--- config.mk ---
export PLATFORM = sky130hd
export DESIGN_NAME = tdmal_timing
export DESIGN_NICKNAME = d
export VERILOG_FILES = /design/src/common/tdmal_pkg.sv /design/src/common/tdmal_fifo_if.sv /design/src/hw/tdmal_timing.sv /design/src/hw/tdmal_fifo.sv
export SDC_FILE = /design/constraint.sdc
export NUM_CORES = 1
export LEC_CHECK = 0
export BUFFER_PORTS_ARGS = -buffer_cell sky130_fd_sc_hd__buf_2
export CORE_AREA = 2 2 230 186
export CTS_CLUSTER_SIZE = 8
export DETAILED_ROUTE_END_ITERATION = 16
export DIE_AREA = 0 0 232 188
export PLACE_DENSITY = 0.75
export SLEW_MARGIN = 20
export SYNTH_ARGS = -nofsm -noshare
export SYNTH_HDL_FRONTEND = slang
export SYNTH_SLANG_ARGS = --single-unit
--- constraint.sdc ---
create_clock -name i_ref_clk -period 4.8 [get_ports i_ref_clk]
set_input_delay 0.96 -clock i_ref_clk [delete_from_list [all_inputs] [get_ports i_ref_clk]]
set_output_delay 0.96 -clock i_ref_clk [all_outputs]
set_load 0.1 [all_outputs]
--- src/common/tdmal_pkg.sv ---
// shared constants and types for the tdm stream timing alignment block
package tdmal_pkg;
  localparam int CLK_NS = 8;
  localparam int FRAME_NS = 125000;
  localparam int FRAME_CYC = FRAME_NS / CLK_NS;
  localparam int BYTE_W = 8;
  localparam int FIFO_DEPTH = 16;
  // nco steps: half periods (clocks) or quarter bits (streams) per frame
  localparam logic [14:0] QSTEP_2M = 15'h0400;
  localparam logic [14:0] HS_4M = 15'h0400;
  localparam logic [14:0] HS_8M = 15'h0800;
  localparam logic [14:0] HS_16M = 15'h1000;
  localparam logic [14:0] HS_1M5 = 15'h0182;
  localparam logic [14:0] HS_2M = 15'h0200;
  localparam logic [14:0] HS_19M = 15'h12FC;
  localparam logic [1:0] CKSEL_16M = 2'h0;
  localparam logic [1:0] CKSEL_8M = 2'h1;
  localparam logic [1:0] CKSEL_4M = 2'h2;
  localparam logic [1:0] RATE_16M = 2'h3;
  typedef enum logic [1:0] {
    TDMAL_MASTER = 2'b00,
    TDMAL_DIV_SLAVE = 2'b01,
    TDMAL_MUL_SLAVE = 2'b10
  } tdmal_mode_t;
endpackage

--- src/common/tdmal_fifo_if.sv ---
// byte handshake between the stream sampler, the fifo and the serializer
`timescale 1ns/1ns
`default_nettype none
interface tdmal_fifo_if #(parameter int W = 8);
  logic wr_valid;
  logic wr_ready;
  logic [W-1:0] wr_data;
  logic rd_valid;
  logic rd_ready;
  logic [W-1:0] rd_data;
  modport fifo(input wr_valid, wr_data, rd_ready, output wr_ready, rd_valid, rd_data);
  modport user(output wr_valid, wr_data, rd_ready, input wr_ready, rd_valid, rd_data);
endinterface
`default_nettype wire

--- src/hw/tdmal_timing.sv ---
// timing front end: input framing, output clocks and frame pulses, stream alignment
`timescale 1ns/1ns
`default_nettype none
module tdmal_timing #(
  parameter int FRAME_CYC = tdmal_pkg::FRAME_CYC,
  parameter int FIFO_D = tdmal_pkg::FIFO_DEPTH
) (
  input wire logic i_ref_clk,
  input wire logic i_srst,
  input wire tdmal_pkg::tdmal_mode_t i_mode,
  input wire logic i_input_clock,
  input wire logic i_input_frame_pulse,
  input wire logic [1:0] i_input_clock_select,
  input wire logic i_input_clock_polarity,
  input wire logic i_input_frame_polarity,
  input wire logic i_input_frame_position,
  input wire logic i_slave_loop_enable,
  input wire logic [5:0] i_output_clock_polarity,
  input wire logic [3:0] i_output_frame_polarity,
  input wire logic [3:0] i_output_frame_position,
  input wire logic [1:0] i_programmable_output3_select,
  input wire logic i_output_clock4_select,
  input wire logic i_sonet_frame_pulse_enable,
  input wire logic [5:0] i_clk_out_en,
  input wire logic [4:0] i_fp_out_en,
  input wire logic [1:0] i_in_rate,
  input wire logic [2:0] i_input_bit_delay_field,
  input wire logic [1:0] i_input_sample_point_field,
  input wire logic i_stream_in,
  input wire logic [1:0] i_out_rate,
  input wire logic [2:0] i_output_bit_advance_field,
  input wire logic [1:0] i_output_fraction_advance_field,
  input wire logic [2:0] i_highz_control_advance_field,
  output logic [5:0] o_output_clocks,
  output logic [5:0] o_output_clocks_oe,
  output logic [4:0] o_output_frame_pulses,
  output logic [4:0] o_output_frame_pulses_oe,
  output logic o_stream_out,
  output logic o_external_highz_control,
  output logic o_in_ready,
  output logic o_in_overrun
);
  import tdmal_pkg::*;

  typedef struct packed {
    logic [2:0] ck_s;
    logic [2:0] fp_s;
    logic [2:0] dt_s;
    logic ck_v;
    logic fp_v;
    logic dt_v;
    logic fp_act;
    logic [13:0] frm;
    logic [5:0][14:0] cacc;
    logic [5:0][13:0] chalf;
    logic [14:0] qacc;
    logic [13:0] iq;
    logic [14:0] oacc;
    logic [13:0] oq;
    logic [7:0] ish;
    logic pv;
    logic [7:0] pdata;
    logic ovr;
    logic [7:0] osh;
    logic ovld;
    logic [5:0] ck_o;
    logic [4:0] fp_o;
    logic sd;
    logic hz;
  } tdmal_state_t;

  localparam tdmal_state_t ST_RST = '{hz: 1'b1, sd: 1'b1, fp_o: 5'h1F, default: '0};

  tdmal_state_t q, d;
  tdmal_fifo_if #(.W(BYTE_W)) fif ();

  tdmal_fifo #(.W(BYTE_W), .D(FIFO_D)) u_fifo (
    .i_ref_clk(i_ref_clk),
    .i_srst(i_srst),
    .f(fif)
  );

  // returns {tick, next accumulator}; fractional rates spread ticks evenly over a frame
  function automatic logic [15:0] nco_step(input logic [14:0] acc, input logic [14:0] step);
    logic [15:0] s;
    s = {1'b0, acc} + {1'b0, step};
    if (s >= 16'(FRAME_CYC)) begin
      nco_step = {1'b1, 15'(s - 16'(FRAME_CYC))};
    end else begin
      nco_step = {1'b0, s[14:0]};
    end
  endfunction

  logic slave, gci_in, ck_new, fp_new, in_act, sel_edge, bound, restart;
  logic itick, otick;
  logic [5:0] valid;
  logic [5:0][14:0] cstep;
  logic [5:0] base;
  logic [5:0][1:0] fidx;
  logic [1:0] inidx;

  assign slave = (i_mode == TDMAL_DIV_SLAVE) || (i_mode == TDMAL_MUL_SLAVE);
  assign gci_in = i_input_frame_position && i_input_frame_polarity;

  // rates of the outputs, steps are half periods per frame
  always_comb begin
    cstep[0] = HS_4M;
    cstep[1] = HS_8M;
    cstep[2] = HS_16M;
    cstep[3] = 15'(HS_4M << i_programmable_output3_select);
    cstep[4] = i_output_clock4_select ? HS_2M : HS_1M5;
    cstep[5] = HS_19M;
    fidx[0] = 2'd0;
    fidx[1] = 2'd1;
    fidx[2] = 2'd2;
    fidx[3] = i_programmable_output3_select;
    fidx[4] = 2'd0;
    fidx[5] = 2'd0;
    base = 6'b10_0000;
    // unused code 11 is treated as the fastest input clock
    unique case (i_input_clock_select)
      CKSEL_8M: inidx = 2'd1;
      CKSEL_4M: inidx = 2'd0;
      default: inidx = 2'd2;
    endcase
    for (int i = 0; i < 4; i++) begin
      valid[i] = !((i_mode == TDMAL_DIV_SLAVE) && (fidx[i] > inidx));
    end
    valid[4] = !(slave && !i_slave_loop_enable);
    valid[5] = !(slave && !i_slave_loop_enable);
  end

  logic [15:0] r;
  logic [15:0] ri;
  logic [15:0] ro;
  logic [13:0] h;
  logic [13:0] last;
  logic act;
  logic [1:0] smp;
  logic [13:0] sq;
  logic [13:0] bd;
  logic [13:0] eq;
  logic [13:0] eh;
  logic [13:0] imask;
  logic [13:0] omask;
  logic [1:0] fq;
  logic [2:0] hzq;
  logic [2:0] b;

  always_comb begin
    d = q;
    r = '0;
    h = '0;
    last = '0;
    act = 1'b0;
    fif.rd_ready = 1'b0;
    // three stage synchronisers; a level counts once stages two and three agree
    d.ck_s = {q.ck_s[1:0], i_input_clock};
    d.fp_s = {q.fp_s[1:0], i_input_frame_pulse};
    d.dt_s = {q.dt_s[1:0], i_stream_in};
    ck_new = (q.ck_s[1] == q.ck_s[2]) ? q.ck_s[2] : q.ck_v;
    fp_new = (q.fp_s[1] == q.fp_s[2]) ? q.fp_s[2] : q.fp_v;
    d.dt_v = (q.dt_s[1] == q.dt_s[2]) ? q.dt_s[2] : q.dt_v;
    d.ck_v = ck_new;
    d.fp_v = fp_new;
    sel_edge = (ck_new != q.ck_v) && (ck_new == i_input_clock_polarity);
    in_act = i_input_frame_polarity ? fp_new : !fp_new;
    // alternate framing takes only the edge where the pulse has just become active
    bound = slave && sel_edge && in_act && (!gci_in || !q.fp_act);
    if (sel_edge) begin
      d.fp_act = in_act;
    end
    restart = bound || (q.frm == 14'(FRAME_CYC - 1));
    d.frm = restart ? '0 : q.frm + 14'd1;

    for (int i = 0; i < 6; i++) begin
      r = nco_step(q.cacc[i], cstep[i]);
      d.cacc[i] = restart ? '0 : r[14:0];
      d.chalf[i] = restart ? '0 : q.chalf[i] + 14'(r[15]);
      // invalid clocks are parked low rather than toggling at a wrong rate
      d.ck_o[i] = valid[i] && (d.chalf[i][0] ^ base[i] ^ i_output_clock_polarity[i]);
    end
    for (int i = 0; i < 4; i++) begin
      h = d.chalf[i];
      last = cstep[i][13:0] - 14'd1;
      // one clock period wide: straddles the boundary, or follows it when positioned
      act = i_output_frame_position[i] ? (h <= 14'd1) : (h == 14'd0 || h == last);
      if (valid[i]) begin
        d.fp_o[i] = i_output_frame_polarity[i] ? act : !act;
      end else begin
        d.fp_o[i] = !i_output_frame_polarity[i];
      end
    end
    h = d.chalf[5];
    last = HS_19M[13:0] - 14'd1;
    act = (h == 14'd0) || (h == last);
    d.fp_o[4] = !(i_sonet_frame_pulse_enable && valid[5] && act);

    // input stream: quarter bit counter, sample point, whole bit delay
    ri = nco_step(q.qacc, 15'(QSTEP_2M << i_in_rate));
    itick = ri[15];
    d.qacc = restart ? '0 : ri[14:0];
    d.iq = restart ? '0 : q.iq + 14'(itick);
    imask = 14'((QSTEP_2M << i_in_rate) - 15'd1);
    if (i_in_rate == RATE_16M) begin
      smp = (i_input_sample_point_field == 2'b11) ? 2'b11 : 2'b01;
    end else begin
      smp = i_input_sample_point_field;
    end
    sq = (q.iq - {12'h000, smp}) & imask;
    bd = (sq >> 2) - {11'h000, i_input_bit_delay_field};
    d.pv = 1'b0;
    if (itick && sq[1:0] == 2'b00) begin
      d.ish = {q.ish[6:0], q.dt_v};
      if (bd[2:0] == 3'd7) begin
        d.pv = 1'b1;
        d.pdata = {q.ish[6:0], q.dt_v};
      end
    end
    // a full fifo drops the byte and reports it; the sampler cannot pause the line
    d.ovr = q.pv && !fif.wr_ready;

    // output stream: advanced position drives bit and byte timing
    ro = nco_step(q.oacc, 15'(QSTEP_2M << i_out_rate));
    otick = ro[15];
    d.oacc = restart ? '0 : ro[14:0];
    d.oq = restart ? '0 : q.oq + 14'(otick);
    omask = 14'((QSTEP_2M << i_out_rate) - 15'd1);
    if (i_out_rate == RATE_16M) begin
      fq = {i_output_fraction_advance_field[1], 1'b0};
      if (i_highz_control_advance_field >= 3'd4) begin
        hzq = 3'd4;
      end else if (i_highz_control_advance_field >= 3'd2) begin
        hzq = 3'd2;
      end else begin
        hzq = 3'd0;
      end
    end else begin
      fq = i_output_fraction_advance_field;
      hzq = (i_highz_control_advance_field > 3'd4) ? 3'd4 : i_highz_control_advance_field;
    end
    eq = (q.oq + 14'd1 + {9'h000, i_output_bit_advance_field, 2'b00} + {12'h000, fq})
      & omask;
    eh = (eq + {11'h000, hzq}) & omask;
    b = eq[4:2];
    if (otick && eq[1:0] == 2'b00) begin
      if (b == 3'd0) begin
        fif.rd_ready = 1'b1;
        d.osh = fif.rd_data;
        d.ovld = fif.rd_valid;
        d.sd = fif.rd_valid ? fif.rd_data[7] : 1'b1;
      end else begin
        d.sd = q.ovld ? q.osh[~b] : 1'b1;
      end
    end
    // high means the external buffer floats; decided per byte at the advanced point
    if (otick && eh[4:0] == 5'd0) begin
      d.hz = !fif.rd_valid;
    end
  end

  always_ff @(posedge i_ref_clk) begin
    if (i_srst) begin
      q <= ST_RST;
    end else begin
      q <= d;
    end
  end

  assign fif.wr_valid = q.pv;
  assign fif.wr_data = q.pdata;
  assign o_in_ready = fif.wr_ready;
  assign o_in_overrun = q.ovr;
  assign o_output_clocks = q.ck_o;
  assign o_output_frame_pulses = q.fp_o;
  assign o_output_clocks_oe = i_clk_out_en;
  assign o_output_frame_pulses_oe = i_fp_out_en;
  assign o_stream_out = q.sd;
  assign o_external_highz_control = q.hz;
endmodule // tdmal_timing
`default_nettype wire

--- src/hw/tdmal_fifo.sv ---
// synchronous fifo with valid/ready on both sides
`timescale 1ns/1ns
`default_nettype none
module tdmal_fifo #(
  parameter int W = 8,
  parameter int D = 16
) (
  input wire logic i_ref_clk,
  input wire logic i_srst,
  tdmal_fifo_if.fifo f
);
  import tdmal_pkg::*;
  localparam int AW = $clog2(D);
  typedef struct packed {
    logic [AW:0] wp;
    logic [AW:0] rp;
  } tdmal_fptr_t;
  tdmal_fptr_t q, d;
  logic [W-1:0] mem [D];
  logic full, empty, do_wr, do_rd;
  // extra pointer bit tells full from empty without a counter
  assign full = (q.wp[AW] != q.rp[AW]) && (q.wp[AW-1:0] == q.rp[AW-1:0]);
  assign empty = (q.wp == q.rp);
  assign f.wr_ready = !full;
  assign f.rd_valid = !empty;
  assign f.rd_data = mem[q.rp[AW-1:0]];
  assign do_wr = f.wr_valid && !full;
  assign do_rd = f.rd_ready && !empty;
  always_comb begin
    d = q;
    if (do_wr) begin
      d.wp = q.wp + 1'b1;
    end
    if (do_rd) begin
      d.rp = q.rp + 1'b1;
    end
  end
  always_ff @(posedge i_ref_clk) begin
    if (i_srst) begin
      q <= '0;
    end else begin
      q <= d;
    end
  end
  always_ff @(posedge i_ref_clk) begin
    if (do_wr) begin
      mem[q.wp[AW-1:0]] <= f.wr_data;
    end
  end
endmodule // tdmal_fifo
`default_nettype wire

==> summary.md <==
| Metric | Value |
|---|---|
| Placed insts | 2,584 |
| CTS hold repair buffers | 0 |
| Commonest non-fill, non-tap cell in the layout | nor2_1 |
| F_max | 226.6 MHz |
| Largest family of logic cells by synthesized area | simple AND/OR/NAND/NOR gates |
| H-Tree Depth | 2 |
| Wire per inst | 15.49 um |
| CTS tree | done |
| CP Capture Type | register |
| First-pass detailed-route iteration total | 5 |
| Period utilization | 91.92% |
| Leak pwr | 8.139 nW |
| RePlAce Congestion | 0.8843 |
| I/O pins | 85 |
| DR vias | 14,694 |
| HP Class | register to register |
| Post-CTS setup buffers | 0 |
| Post-synth EDFFs | 128 |
| Cell area after layout | 22,870 um2 |
| Filler instances | 3,441 |
| Number of buffers created by CTS | 57 |
| Via density | 5.505 |
| Ys Warns | 0 |
| Number of max-cap violations | 0 |
| CP delay by family, top | simple AND/OR/NAND/NOR gates |
| Fin util | 55.12% |
| Status | finished clean |
| Post-Place Setup Slack | -0.1070 ns |
| Sequential share of the synthesized area | 46.20% |
| Seq cells post-synth | 408 |
| Final critical-path required period | 4.412 ns |
| Clock transition at path regs | 0.05 ns |
| Initial DRC Count | 908 |
| Die area | 43,620 um2 |
| Final Hold Viols | 0 |
| Setup CP Type | input port to register |
| Hold_sp | d[291] |
| RSZ-0062 raised after global routing | false |
| Syn avg cell area | 9.997 um2 |
| Share of cells above drive strength 1 | 11.29% |
| Core area | 41,500 um2 |
| PortBufs | 62 |
| Mux cell area share after synthesis | 6.362% |
| CP Cell Sequence | buf_2, nor2_1, ha_1, inv_1, fa_1, xnor2_1, nand3b_1, o32ai_1, nor2_1, inv_2, ha_1, ha_1, nand4_1, nor3_1, xnor2_1, xnor2_1, o41ai_1, nand3_1, a21oi_1, mux2i_1 |
| Site Rows | 67 |
| Nets | 2,234 |
| Slew HR | 34.35% |
| Mapped Nets | 2,189 |
| Post-DP Area | 21,250 um2 |
| Total gr overflow | 0 |
| Critical Path Max Stage Delay | 0.43 ns |
| Max VDD drop | 332.8 uV |
| Total Routing Usage GR | 19.01% |
| Synth top area share | 27.40% |
| Routed WL | 41,350 um |
| Simple-gate share of the synthesized area | 19.32% |
| Count of cell types in the netlist | 92 |
| CP startpoint kind | input port |
| Critical path origin | i_programmable_output3_select[0] |
| PostCTS Resize Cnt | 0 |
| Clock Latency Late Sink | 0.61 ns |
| Synth Area in Compound Gates | 8.539% |
| Fin worst setup slack | 0.3876 ns |
| Antenna viol nets, final | 0 |
| Layout Cells excl Fill | 2,669 |
| Synth area leaders | dfxtp_1 27%, edfxtp_1 19%, xnor2_1 5.6% |
| Residual DRC | 0 |
| Die width | 232 um |
| Initial antenna violation count | 1 |
| Initial Util | 49.29% |
| CP required | 5.31 ns |
| Pin count of the biggest net entering global routing | 65 |
| CP max FO | 5 |
| Cell Area, Synth | 20,450 um2 |
| Die Ht | 188 um |
| Worst Tran Pin Value | 0.9694 ns |
| Fraction of the mapped netlist area in adder cells | 5.407% |
| Area Growth Syn to Fin | 11.81% |
| Largest area contributor in the netlist | dfxtp_1 |
| Vias in the first global route | 14,191 |
| CTS root buffer | clkbuf_16 |
| DP Wirelength | 28,060 um |
| Post-synth ARST share | 0% |
| Crit path buffers/inverters | 3 |
| Clk buf depth | 3 |
| Xor/xnor share of the synthesized area | 10.36% |
| Top FF cell, synth | dfxtp_1 |
| RR Startpoint | q[208] |
| Power Dens Cells | 418.9 nW/um2 |
| Most frequent cells in the layout | 295 x nor2_1, 279 x dfxtp_1, 131 x xnor2_1, 128 x edfxtp_1, 113 x nand2_1 |
| Clock Skews | 0.05593 ns |
| Clk sinks | 408 |
| Syn Inst Count | 2,046 |
| First-pass GRT wire length | 69,140 um |
| Final setup viols | 0 |
| Crit-path slowest cell | o32ai_1 |
| Crit path DAT | 4.92 ns |
| Pins Over Slew Limit | 0 |
report_power, final:
group | internal (W) | total [W] | switching [W]
Sequential | 0.00377 | 0.00400 | 0.000227
Combinational | 0.000806 | 0.00195 | 0.00115
Clock | 0.00218 | 0.00363 | 0.00145
routing by layer:
| layer | up-vias | routed length [um] | track usage, % |
|---|---|---|---|
| li1 | 7255 | - | - |
| met1 | 7015 | 19130 | 25.86 |
| met2 | 345 | 19480 | 31.32 |
| met3 | 79 | 1796 | 2.631 |
| met4 | 0 | 943 | 6.065 |
| met5 | - | 0 | 0 |
cell type report:
| cell class | instances | area [um2] | share of cell area, % |
|---|---|---|---|
| sequential | 408 | 9450 | 41.32 |
| clock inverter | 4 | 98.84 | 0.4322 |
| multi-input combinational | 1456 | 10250 | 44.81 |
| timing repair buffer | 95 | 583.1 | 2.549 |
| clock buffer | 80 | 1523 | 6.658 |
| antenna | 1 | 2.502 | 0.01094 |
| tap | 552 | 690.7 | 3.020 |
| inverter | 73 | 274.0 | 1.198 |
stage by stage:
| stage | hold WS, ns | setup TNS, ns | total power (W) |
|---|---|---|---|
| after floorplan | 0.4138 | 0 | 0.005638 |
| after global placement | 0.4292 | 0 | 0.005914 |
| after detailed placement | 0.4231 | -0.1070 | 0.005989 |
| after CTS | 0.4350 | 0 | 0.009658 |
| after global routing | 0.4685 | 0 | 0.01010 |
| final | 0.4346 | 0 | 0.009581 |
cell families after synthesis:
family                   after synthesis
AND/OR/NAND/NOR                      800
flip-flops                           408
AO/OA/AOI/OAI                        252
XOR/XNOR                             241
buffers and inverters                182
adder cells (fa/ha/maj)               85
multiplexers                          78
cells in the mapped netlist (4+ instances only):
master     number
xor2_1        109
nor3b_1        11
and3_1         23
nand4b_1        8
dfxtp_1       280
mux4_2         41
o211ai_1       12
or3_1          27
or4_1          10
buf_2           6
nand2_1       113
or2_2           7
o2111ai_1       4
nand3_1        78
o41ai_1         7
a21boi_0        5
edfxtp_1      128
ha_1           78
inv_1          70
buf_4          24
nor3_1         58
and4_1          7
buf_1          11
o21bai_1        5
nand4_1        22
nor2_1        296
o21a_1          9
o21ai_0        50
nand2b_1       26
mux2_2          6
a31oi_1        14
and2_1         29
a21o_1         17
xnor2_1       131
fa_1            6
nand3b_1        7
nor4_1         17
o31ai_1        11
nor2b_1        43
mux2i_1        31
clkbuf_1       68
a21oi_1        57
a211oi_1       16
sequential cells by signal, summed over array words and instances, names as in the netlist, named ones only:
register	flops
o_output_clocks	6
q	237
fif.wr_data	8
o_output_frame_pulses	5
u_fifo.q	10
u_fifo.mem	128
fif.wr_valid	1
o_in_overrun	1
d	6
o_external_highz_control	1
o_stream_out	1
path summary, 6_finish.rpt:
path                                    to  slack (ns)  depth (start not counted)
setup / recovery  o_output_frame_pulses[3]        0.39                         20
setup reg to reg  o_output_frame_pulses[1]        0.49                         15
hold / removal                      d[292]        0.43                          1
hold reg to reg                     d[292]        0.43                          1
No activity file was read; power rests on OpenSTA's default activity.
